==> src/edge_stamp_regs.vh <==
// Register map, reset values and timing counts of the edge timestamp reporter
`ifndef EDGE_STAMP_REGS_VH
`define EDGE_STAMP_REGS_VH

// Byte offsets
`define CTRL_OFF 8'h00
`define INTERVAL_OFF 8'h04
`define FILTER_OFF 8'h08
`define RISE_SEL_OFF 8'h0c
`define FALL_SEL_OFF 8'h10
`define INPUT_OFF 8'h14
`define STATUS_OFF 8'h18
`define MASK_OFF 8'h1c
`define POINT_SEL_OFF 8'h20
`define STAMP_OFF 8'h24
`define LAST_OFF 8'h28

// Control fields
`define CTRL_ENABLE_BIT 0
`define CTRL_MODE_BIT 1
`define CTRL_RESET 2'h1

// Status fields
`define STAT_CYCLIC_BIT 0
`define STAT_EDGE_BIT 1

// Times in microseconds; clock frequency in MHz
`define INTERVAL_MIN_US 20'h000fa
`define INTERVAL_MAX_US 20'hb71b0
`define INTERVAL_RESET_US 20'h02710
`define FILTER_MAX_US 16'hc350
`define SCAN_US 5'h19
`define CLK_MHZ 8'h14
// Cycles in one microsecond at 20 MHz
`define US_CYCLES 5'h14

// Both edges selected on every point after reset
`define SEL_RESET 16'hffff

`endif

==> src/input_filter.v <==
// Per-point input filter with a delay in microseconds
`timescale 1ns/1ps
module input_filter (
	// Clock and reset
	input wire hclk,
	input wire hresetn,
	// Timing
	input wire tick_us,
	input wire [15:0] delay_us,
	// Data
	input wire [15:0] raw_in,
	output reg [15:0] filt_out
);

genvar i;
generate
	for (i = 0; i < 16; i = i + 1) begin : g_pt
		reg [15:0] cnt_reg;
		always @(posedge hclk or negedge hresetn) begin
			if (!hresetn) begin
				cnt_reg <= 16'h0000;
				filt_out[i] <= 1'b0;
			end else if (raw_in[i] == filt_out[i]) begin
				cnt_reg <= 16'h0000;
			end else if (cnt_reg >= delay_us) begin
				// Change accepted only after staying stable for the delay
				filt_out[i] <= raw_in[i];
				cnt_reg <= 16'h0000;
			end else if (tick_us) begin
				cnt_reg <= cnt_reg + 16'h0001;
			end
		end
	end
endgenerate

endmodule

==> src/interval_timer.v <==
// Cyclic report interval timer counting microsecond ticks
`timescale 1ns/1ps
`include "edge_stamp_regs.vh"
module interval_timer (
	// Clock and reset
	input wire hclk,
	input wire hresetn,
	// Control
	input wire tick_us,
	input wire run,
	input wire restart,
	input wire [19:0] interval_us,
	// Event
	output reg elapsed
);

reg [19:0] cnt_reg;

always @(posedge hclk or negedge hresetn) begin
	if (!hresetn) begin
		cnt_reg <= 20'h00000;
		elapsed <= 1'b0;
	end else begin
		elapsed <= 1'b0;
		if (restart || !run) begin
			cnt_reg <= 20'h00000;
		end else if (tick_us) begin
			if (cnt_reg >= interval_us - 20'h00001) begin
				cnt_reg <= 20'h00000;
				elapsed <= 1'b1;
			end else begin
				cnt_reg <= cnt_reg + 20'h00001;
			end
		end
	end
end

endmodule

==> src/edge_stamp_reporter.v <==
// Sixteen-point input edge timestamp reporter with AHB-Lite registers
//
// Chosen here: the address map and the AHB-Lite slave port.
`timescale 1ns/1ps
`include "edge_stamp_regs.vh"

// Functional notes
// - Send input data each time the report interval elapses.
// - Report interval is programmable from 250 us to 750 ms.
// - Per point, capture rising only, falling only, or both edges.
// - Enabled edge latches system time and sends data at once.
// - After reset every point captures both rising and falling edges.
// - An interval is always in force; its default is 10 ms.
// - Each input filter delays recognition by zero up to 50 ms.
// - Input scan adds at most 25 us of sampling latency.
// - With zero filter, a change reaches the report within its bound.
// - Event queue and per-point modes report different data sets.
// - Only edge-triggered reports raise the event trigger.
module edge_stamp_reporter (
	// Clock and reset
	input wire hclk,
	input wire hresetn,
	// AHB-Lite slave
	input wire hsel,
	input wire [7:0] haddr,
	input wire [1:0] htrans,
	input wire hwrite,
	input wire [2:0] hsize,
	input wire [31:0] hwdata,
	input wire hready,
	output reg [31:0] hrdata,
	output reg hreadyout,
	output reg hresp,
	// Field inputs and time base
	input wire [15:0] field_in,
	input wire [31:0] system_time_stamp,
	// Report to the owner controller
	output reg report_valid,
	output reg report_edge,
	output reg event_trigger,
	output reg report_mode,
	output reg [15:0] report_inputs,
	output reg [15:0] report_changed,
	output reg [3:0] report_point,
	output reg [31:0] report_stamp,
	// Interrupt
	output reg irq
);

////////////////////////////////////////////////////////////////////////
// Registers

reg [1:0] ctrl_reg;
reg [19:0] report_interval_reg;
reg [15:0] filter_reg;
reg [15:0] rise_sel_reg;
reg [15:0] fall_sel_reg;
reg [1:0] status_reg;
reg [1:0] mask_reg;
reg [3:0] point_sel_reg;
reg [31:0] stamp_reg [0:15];
reg [15:0] pend_reg;
reg [3:0] last_point_reg;
reg [31:0] last_stamp_reg;

reg wr_pend_reg;
reg [7:0] wr_addr_reg;

reg [4:0] us_cnt_reg;
reg tick_us_reg;
reg [4:0] scan_cnt_reg;
reg [15:0] sample_reg;
reg [15:0] prev_reg;
reg interval_restart_reg;

wire [15:0] filt;
wire elapsed;
wire per_point_stamp_mode;
wire enable;
wire [15:0] rise;
wire [15:0] fall;
wire [15:0] edge_hit;
wire addr_ok;
wire wr_now;
wire [31:0] clr_mask;

reg [3:0] first_point;
reg [31:0] rd_next;
reg [19:0] interval_next;
reg [15:0] filter_next;
integer k;

assign enable = ctrl_reg[`CTRL_ENABLE_BIT];
assign per_point_stamp_mode = ctrl_reg[`CTRL_MODE_BIT];

////////////////////////////////////////////////////////////////////////
// Time base and input scan

// One pulse per microsecond; all times count in these ticks
always @(posedge hclk or negedge hresetn) begin
	if (!hresetn) begin
		us_cnt_reg <= 5'h00;
		tick_us_reg <= 1'b0;
	end else if (us_cnt_reg == `US_CYCLES - 5'h01) begin
		us_cnt_reg <= 5'h00;
		tick_us_reg <= 1'b1;
	end else begin
		us_cnt_reg <= us_cnt_reg + 5'h01;
		tick_us_reg <= 1'b0;
	end
end

// Inputs are sampled once per scan period; latency is below one period
always @(posedge hclk or negedge hresetn) begin
	if (!hresetn) begin
		scan_cnt_reg <= 5'h00;
		sample_reg <= 16'h0000;
	end else if (tick_us_reg) begin
		if (scan_cnt_reg == `SCAN_US - 5'h01) begin
			scan_cnt_reg <= 5'h00;
			sample_reg <= field_in;
		end else begin
			scan_cnt_reg <= scan_cnt_reg + 5'h01;
		end
	end
end

input_filter u_filter (
	.hclk(hclk),
	.hresetn(hresetn),
	.tick_us(tick_us_reg),
	.delay_us(filter_reg),
	.raw_in(sample_reg),
	.filt_out(filt)
);

interval_timer u_timer (
	.hclk(hclk),
	.hresetn(hresetn),
	.tick_us(tick_us_reg),
	.run(enable),
	.restart(interval_restart_reg),
	.interval_us(report_interval_reg),
	.elapsed(elapsed)
);

////////////////////////////////////////////////////////////////////////
// Edge detection and time capture

always @(posedge hclk or negedge hresetn) begin
	if (!hresetn) begin
		prev_reg <= 16'h0000;
	end else begin
		prev_reg <= filt;
	end
end

assign rise = filt & ~prev_reg & rise_sel_reg;
assign fall = ~filt & prev_reg & fall_sel_reg;
assign edge_hit = (rise | fall) & {16{enable}};

always @* begin
	first_point = 4'h0;
	for (k = 15; k >= 0; k = k - 1) begin
		if (edge_hit[k]) begin
			first_point = k[3:0];
		end
	end
end

genvar p;
generate
	for (p = 0; p < 16; p = p + 1) begin : g_stamp
		always @(posedge hclk or negedge hresetn) begin
			if (!hresetn) begin
				stamp_reg[p] <= 32'h00000000;
			end else if (edge_hit[p]) begin
				stamp_reg[p] <= system_time_stamp;
			end
		end
	end
endgenerate

// Changed points since last report; edges are never lost on report
always @(posedge hclk or negedge hresetn) begin
	if (!hresetn) begin
		pend_reg <= 16'h0000;
		last_point_reg <= 4'h0;
		last_stamp_reg <= 32'h00000000;
	end else begin
		if (report_valid) begin
			pend_reg <= edge_hit;
		end else begin
			pend_reg <= pend_reg | edge_hit;
		end
		if (|edge_hit) begin
			last_point_reg <= first_point;
			last_stamp_reg <= system_time_stamp;
		end
	end
end

////////////////////////////////////////////////////////////////////////
// Report production

// Edge and cyclic causes in one cycle merge into one edge report
always @(posedge hclk or negedge hresetn) begin
	if (!hresetn) begin
		report_valid <= 1'b0;
		report_edge <= 1'b0;
		event_trigger <= 1'b0;
		report_mode <= 1'b0;
		report_inputs <= 16'h0000;
		report_changed <= 16'h0000;
		report_point <= 4'h0;
		report_stamp <= 32'h00000000;
	end else begin
		report_valid <= elapsed | (|edge_hit);
		report_edge <= |edge_hit;
		event_trigger <= |edge_hit;
		if (elapsed | (|edge_hit)) begin
			report_mode <= per_point_stamp_mode;
			report_inputs <= filt;
			if (per_point_stamp_mode) begin
				// Per-point set: all changed points and selected stamp
				report_changed <= pend_reg | edge_hit;
				report_point <= point_sel_reg;
				report_stamp <= edge_hit[point_sel_reg] ?
					system_time_stamp : stamp_reg[point_sel_reg];
			end else begin
				// Queue set: the newest single event entry
				report_changed <= edge_hit;
				report_point <= (|edge_hit) ? first_point :
					last_point_reg;
				report_stamp <= (|edge_hit) ? system_time_stamp :
					last_stamp_reg;
			end
		end
	end
end

////////////////////////////////////////////////////////////////////////
// AHB-Lite slave

assign addr_ok = hsel & hready & htrans[1];
assign wr_now = wr_pend_reg;
assign clr_mask = (wr_now && wr_addr_reg == `STATUS_OFF) ?
	hwdata : 32'h00000000;

// Out-of-range interval values clamp to the legal span
always @* begin
	if (hwdata[19:0] < `INTERVAL_MIN_US) begin
		interval_next = `INTERVAL_MIN_US;
	end else if (hwdata > {12'h000, `INTERVAL_MAX_US}) begin
		interval_next = `INTERVAL_MAX_US;
	end else begin
		interval_next = hwdata[19:0];
	end
	if (hwdata > {16'h0000, `FILTER_MAX_US}) begin
		filter_next = `FILTER_MAX_US;
	end else begin
		filter_next = hwdata[15:0];
	end
end

always @* begin
	case (haddr)
	`CTRL_OFF: rd_next = {30'h0, ctrl_reg};
	`INTERVAL_OFF: rd_next = {12'h000, report_interval_reg};
	`FILTER_OFF: rd_next = {16'h0000, filter_reg};
	`RISE_SEL_OFF: rd_next = {16'h0000, rise_sel_reg};
	`FALL_SEL_OFF: rd_next = {16'h0000, fall_sel_reg};
	`INPUT_OFF: rd_next = {16'h0000, filt};
	`STATUS_OFF: rd_next = {30'h0, status_reg};
	`MASK_OFF: rd_next = {30'h0, mask_reg};
	`POINT_SEL_OFF: rd_next = {28'h0000000, point_sel_reg};
	`STAMP_OFF: rd_next = stamp_reg[point_sel_reg];
	`LAST_OFF: rd_next = {28'h0000000, last_point_reg};
	default: rd_next = 32'h00000000;
	endcase
end

// Zero wait states: reads are fetched in the address phase
always @(posedge hclk or negedge hresetn) begin
	if (!hresetn) begin
		hrdata <= 32'h00000000;
		hreadyout <= 1'b1;
		hresp <= 1'b0;
		wr_pend_reg <= 1'b0;
		wr_addr_reg <= 8'h00;
	end else begin
		hreadyout <= 1'b1;
		hresp <= 1'b0;
		wr_pend_reg <= addr_ok & hwrite;
		if (addr_ok) begin
			wr_addr_reg <= haddr;
		end
		if (addr_ok && !hwrite) begin
			hrdata <= rd_next;
		end
	end
end

// Register writes in the data phase
always @(posedge hclk or negedge hresetn) begin
	if (!hresetn) begin
		ctrl_reg <= `CTRL_RESET;
		report_interval_reg <= `INTERVAL_RESET_US;
		filter_reg <= 16'h0000;
		rise_sel_reg <= `SEL_RESET;
		fall_sel_reg <= `SEL_RESET;
		mask_reg <= 2'h0;
		point_sel_reg <= 4'h0;
		interval_restart_reg <= 1'b0;
	end else begin
		interval_restart_reg <= 1'b0;
		if (wr_now) begin
			case (wr_addr_reg)
			`CTRL_OFF: ctrl_reg <= hwdata[1:0];
			`INTERVAL_OFF: begin
				report_interval_reg <= interval_next;
				interval_restart_reg <= 1'b1;
			end
			`FILTER_OFF: filter_reg <= filter_next;
			`RISE_SEL_OFF: rise_sel_reg <= hwdata[15:0];
			`FALL_SEL_OFF: fall_sel_reg <= hwdata[15:0];
			`MASK_OFF: mask_reg <= hwdata[1:0];
			`POINT_SEL_OFF: point_sel_reg <= hwdata[3:0];
			default: ctrl_reg <= ctrl_reg;
			endcase
		end
	end
end

////////////////////////////////////////////////////////////////////////
// Status and interrupt

// Set beats a same-cycle write-one clear so no event is lost
always @(posedge hclk or negedge hresetn) begin
	if (!hresetn) begin
		status_reg <= 2'h0;
		irq <= 1'b0;
	end else begin
		status_reg[`STAT_CYCLIC_BIT] <= elapsed |
			(status_reg[`STAT_CYCLIC_BIT] &
			~clr_mask[`STAT_CYCLIC_BIT]);
		status_reg[`STAT_EDGE_BIT] <= (|edge_hit) |
			(status_reg[`STAT_EDGE_BIT] &
			~clr_mask[`STAT_EDGE_BIT]);
		irq <= |(status_reg & mask_reg);
	end
end

endmodule

==> config.mk <==
export PLATFORM = sky130hd
export DESIGN_NAME = edge_stamp_reporter
export DESIGN_NICKNAME = d
export VERILOG_FILES = /design/src/input_filter.v /design/src/interval_timer.v /design/src/edge_stamp_reporter.v
export VERILOG_INCLUDE_DIRS = /design/src /design/src/src
export SDC_FILE = /design/constraint.sdc
export NUM_CORES = 2
export LEC_CHECK = 0
export ABC_AREA = 0
export BUFFER_PORTS_ARGS = -buffer_cell sky130_fd_sc_hd__clkbuf_2
export CAP_MARGIN = 15
export CORE_AREA = 2 2 240 478
export DETAILED_ROUTE_END_ITERATION = 6
export DIE_AREA = 0 0 242 480
export PLACE_DENSITY = 0.75
export SLEW_MARGIN = 20
export SYNTH_ARGS = -nofsm -noshare
export SYNTH_HDL_FRONTEND = slang
export SYNTH_SLANG_ARGS = --single-unit
==> constraint.sdc <==
create_clock -name hclk -period 7.4 [get_ports hclk]
set_input_delay 1.48 -clock hclk [delete_from_list [all_inputs] [get_ports hclk]]
set_output_delay 1.48 -clock hclk [all_outputs]
set_load 0.01 [all_outputs]
* Yosys cells after proc, flatten, opt, wreduce, memory -nomap -nowiden
Index checks and enable logic that the tools add are counted. W data, S select, Z words.
Storage, ports and cells: register bits 1092, bits of input ports 98, output and inout bits 107, word-level logic and storage cells 334
Operators by class: add/subtract/negate cells 20, $lt $le $gt $ge 22, equality and inequality tests 35, muxes and demuxes 92, bitwise logic cells 37, reduce and logical (&&, ||, !) cells 50
Operators with widths (number):
- $mux W16 | 51
- $pmux W32 S11 | 1
- $add A16 B1 Y16 const B | 16
- $ge A16 B16 Y1 | 16
- $mux W32 | 5
- $bmux W32 S4 | 1
- $mux W20 | 5
- $and A16 B16 Y16 | 5
- $mux W4 | 18
- $eq A8 B5 Y1 const B | 7
- $reduce_and A2 Y1 | 24
- $reduce_bool A3 Y1 | 16
- $eq A8 B4 Y1 const B | 4
- $eq A8 B6 Y1 const B | 4
- $gt A32 B16 Y1 const B | 1
- $gt A32 B20 Y1 const B | 1
- $not A16 Y16 | 2
- $or A16 B16 Y16 | 2
- $add A20 B1 Y20 const B | 1
- $ge A20 B20 Y1 | 1
- $lt A20 B8 Y1 const B | 1
- $sub A20 B1 Y20 const B | 1
- $not A1 Y1 | 18
- $eq A1 B1 Y1 | 16
- 20 further kinds | 39

* Longest topological paths before layout
depth in word-level cells 23, depth in mapped cells 17

* Hierarchy
A second synthesis with hierarchy kept.
Unflattened totals: cell total of the unflattened synthesis 5197, area total of the unflattened synthesis 57284.9 um^2
By module, submodules not included:
- edge_stamp_reporter | instances 1, cells each 2989, area an instance 36741.5 um^2
- input_filter | instances 1, cells each 1980, area an instance 18660.4 um^2
- interval_timer | instances 1, cells each 228, area an instance 1883.1 um^2

* Least setup slack after synthesis
Ideal clock, no wire load.
kind reg-to-reg, from register report_interval_reg[5], to register u_timer.cnt_reg[4], setup time 79 ps, arrival time 3712 ps, data required time 7321 ps, path slack 3609 ps, stages on the path, launching flop included 16, buffers on the path 1, period minus slack after synthesis 3791 ps, cells stage by stage dfrtp_1 -> or3_1 -> nor3_1 -> nand2b_1 -> nand2b_1 -> nor3_1 -> xnor2_1 -> ha_1 -> a21o_1 -> a21o_1 -> a21oi_1 -> o21ai_0 -> a2111oi_2 -> clkbuf_1 -> nand2_1 -> mux2i_1
On the way: word-level cells in the longest chain between the ends 5
RTL lines:
- from (decl) | RTL line edge_stamp_reporter.v:54 | reg [19:0] report_interval_reg;
- from (signal assigned) | RTL line edge_stamp_reporter.v:308 | report_interval_reg <= `INTERVAL_RESET_US;
- from (signal assigned) | RTL line edge_stamp_reporter.v:321 | report_interval_reg <= interval_next;
- $sub A20 B1 Y20 | RTL line interval_timer.v:28 | if (cnt_reg >= interval_us - 20'h00001) begin
- $ge A20 B20 Y1 | RTL line interval_timer.v:28
- $mux W20 | RTL line interval_timer.v:28
- $mux W20 | RTL line interval_timer.v:27 | end else if (tick_us) begin
- $mux W20 | RTL line interval_timer.v:25 | if (restart || !run) begin
- to (signal assigned) | RTL line interval_timer.v:32 | cnt_reg <= cnt_reg + 20'h00001;
- to (decl) | RTL line interval_timer.v:17 | reg [19:0] cnt_reg;
No other way between the ends. The select of a mux whose other input is x is not followed. A chain may end at the register's enable or synchronous reset.

* Worst setup path in the final report
from register ctrl_reg[0], to register report_stamp[7]
On the way: word-level cells in the longest chain between the ends 5, elaborated cells between the ends (all ways) 8, classes of those cells mux: 5; bitwise: 2; reduce/logical: 1
RTL lines:
- from (decl) | RTL line edge_stamp_reporter.v:53 | reg [1:0] ctrl_reg;
- from (signal assigned) | RTL line edge_stamp_reporter.v:307 | ctrl_reg <= `CTRL_RESET;
- from (signal assigned) | RTL line edge_stamp_reporter.v:319 | `CTRL_OFF: ctrl_reg <= hwdata[1:0];
- from (signal assigned) | RTL line edge_stamp_reporter.v:329 | default: ctrl_reg <= ctrl_reg;
- $and A16 B16 Y16 * | RTL line edge_stamp_reporter.v:160 | assign edge_hit = (rise | fall) & {16{enable}};
- $bmux W1 S4 | RTL line edge_stamp_reporter.v:228 | report_stamp <= edge_hit[point_sel_reg] ?
- $mux W1 (not written as such) | RTL line edge_stamp_reporter.v:228
- $mux W32 | RTL line edge_stamp_reporter.v:228
- $mux W32 | RTL line edge_stamp_reporter.v:224 | if (per_point_stamp_mode) begin
- to (signal assigned) | RTL line edge_stamp_reporter.v:228
- to (signal assigned) | RTL line edge_stamp_reporter.v:235 | report_stamp <= (|edge_hit) ? system_time_stamp :
- to (decl) | RTL line edge_stamp_reporter.v:45 | output reg [31:0] report_stamp,
Mark *: on every way between the ends. The rest lies on a longest branch, timed or not. The select of a mux whose other input is x is not followed.

==> run_results.csv <==
group,metric,value,unit
cts,clock_latency,730,ps
sta,max_freq,222,MHz
synth,yosysWarningCount,0,
final_layout,final_area,61900,um2
power_and_ir_drop,p_clk_share,44.7,%
cts,cts_resized,0,
die,rows,174,
synth,synth_nets,5073,
worst_setup_path,critPathLaunchType,"flip-flop",
detailed_routing,antenna_left,0,
synth,yosysSeqAreaShare,49.0,%
power_and_ir_drop,p_int,9.05,mW
sta,worst_slew_pin_slew,1130,ps
synth,synth_area_leader_cell,"dfrtp_1",
die,die_y,480,um
detailed_routing,wl_per_cell,24.3,um
detailed_routing,dr.pass1.iters,5,
global_route,gr-usage-all-layers,26.8,%
cts,clkSlewWorstSetupHoldPaths,70,ps
sta,finalCritPeriodShare,60.9,%
power_and_ir_drop,switching_share,23.2,%
die,die-area,116000,um2
power_and_ir_drop,power_density,191,nW/um2
worst_setup_path,cp.arrival,5170,ps
detailed_routing,drc,0,
final_layout,layout.nets,5197,
cts,cts_hold_buf,0,
die,io_pins,205,
final_layout,fillCellCount,9446,
die,core-area,112000,um2
cts,cts_tree,"done",
die,start_util,49.7,%
worst_setup_path,cp.required,8060,ps
synth,synth_ff_type,"dfrtp_1",
sta,slew_violations,0,
sta,finalSetupViolations,0,
cts,post_cts_buffers,0,
detailed_routing,drtIter0Drc,2972,
global_route,grt_pass1_vias,41300,
synth,synthCells,4678,
global_route,grt_remaining_overflow,0,
worst_setup_path,path_max_fanout,36,
synth,synth.most_common_cell,"dfrtp_1",
global_route,grt_max_degree,186,
final_layout,largest_reg_flops,512,
sta,hold_viol,0,
placed_design,placed_cells,6201,
die,die_x,242,um
placed_design,hpwlAfterDp,101000,um
worst_setup_path,endpoint_kind,"flip-flop",
sta,slew_headroom,24.4,%
run,maxCapViolCount,0,
global_route,antenna_found_initial,14,
final_layout,finalNonFillerCells,6390,
cts,cts_max_level,3,
placed_design,post-place-ws,2950,ps
power_and_ir_drop,p_switching,2.74,mW
detailed_routing,drt-total-wl,155000,um
final_layout,fin_util,55.1,%
placed_design,place.gp.congestion,0.915,
cts,clock_tree.root_cell,"clkbuf_16",
synth,synth_area,55900,um2
synth,synth_top_cell_area_share,47.2,%
min_path,hp-class,"reg -> reg",
outcome,status,"completed",
sta,rsz0062_at_grt,"no",
power_and_ir_drop,combPwrFrac,3.8,%
synth,synth_seq_cells,1092,
sta,setup_ws,2890,ps
worst_setup_path,critPathKind,"reg -> reg",
power_and_ir_drop,pwr-share-seq,51.5,%
power_and_ir_drop,ir_drop,215,uV
synth,synthArstFlopShare,100,%
sta,fin_tns_setup,0,ps
detailed_routing,vias,39500,
synth,ys_types,78,
placed_design,post_dp_cell_area,58500,um2
global_route,grt_pass1_wl,240000,um
synth,synth.top_cells.by_area,"dfrtp_1, mux2_2, mux4_2",
synth,syn_area_per_cell,11.9,um2
power_and_ir_drop,leakage,29.0,nW
placed_design,port_buffers,198,
sta,worst_hold_slack,463,ps
final_layout,area_growth_syn_to_layout,10.7,%
cts,clock_sinks,1092,
synth,ys_top_cells_by_count,"dfrtp_1, mux2_2, nand2_1, nor2_1, ha_1",
detailed_routing,via_per_inst,6.18,
cts,clockBufferDepth,3,
sta,fin_worst_skew,24.7,ps
sta,period_minus_slack,4510,ps
power_and_ir_drop,report.power.total,11.8,mW
cts,cts_buffers,95,
synth,synth_edf_count,0,
final_layout,drive_gt1_share,26.2,%
-- worst max-delay path, stage by stage (launching register included) --
cell and delay, ps:
dfstp_2 1020, nand4b_1 230, nand2_2 400, buf_4 660, mux4_2 410, o22ai_2 180
a2111oi_4 550, buf_4 520, a22o_1 270, a211o_1 110
-- kinds of logic after synthesis --
kind of cell	count (synthesis)	synth area share [%]
adders and majority gates	297	6.65
other	2	0.0134
xor gates and xnor gates	278	4.36
and+or+nand+nor	1275	11.0
buffers and inverters	326	2.35
muxes	766	18.7
AOI/OAI and AO/OA	642	7.91
DFF	1092	49.0
-- power groups by stage --
stage               Clock (mW)  Combinational (mW)  Sequential, mW
floorplan                    0               0.225            6.14
global placement             0               0.448            6.18
detailed placement           0               0.456            6.18
CTS                       5.35               0.457            6.07
global route              5.57               0.497            6.07
finish                    5.27               0.451            6.07
-- area by class of cell --
type / instances / area (um2) / area share [%]
flip-flops and latches: 1092 / 27400 / 44.3
multi-input cells: 3260 / 27300 / 44.1
clock buffers: 138 / 2810 / 4.54
well taps: 1496 / 1870 / 3.03
repair buffers: 283 / 1730 / 2.79
clock inverters: 40 / 498 / 0.805
inverters: 70 / 263 / 0.425
diodes: 11 / 27.5 / 0.0445
-- per-layer routing --
metal  GRT usage (%)  part of all wire [%]  vias to the layer above
met5               0                 0.052                        -
met4            15.9                   6.1                       14
met3            5.51                   7.3                      497
met2            45.5                    49                     1511
met1            31.4                    37                    20200
li1                -                     -                    17200
-- layout by cell type (no fill, tap or decap), drive strengths merged, types with 16 or more instances in the layout --
cell    instances
buf            86
nand4b         30
xnor2         104
nand2b         36
mux2i          26
nor4           20
inv            71
xor2          174
o21ai         116
clkbuf        335
a22oi          27
a211oi         25
nor2          313
dfstp          38
nor2b          16
mux2          574
nand2         402
or3            16
a211o          34
a21oi         151
mux4          166
and4           23
dfrtp        1054
clkinv         28
and3           48
nand4         103
nor3           85
a22o           69
ha            297
a21o          107
nand3         141
-- worst paths after layout --
kind                               start              end  slack, ps  cells after the start
max                          ctrl_reg[0]  report_stamp[7]       2890                      9
min                        us_cnt_reg[0]    us_cnt_reg[0]        460                      1
max reg2reg                  ctrl_reg[0]  report_stamp[7]       2890                      9
min reg2reg                us_cnt_reg[0]    us_cnt_reg[0]        460                      1
max in group asynchronous        hresetn   stamp_reg[363]       4790                      3
min in group asynchronous        hresetn   stamp_reg[314]        750                      1
Power figures use the tool's default switching activity.
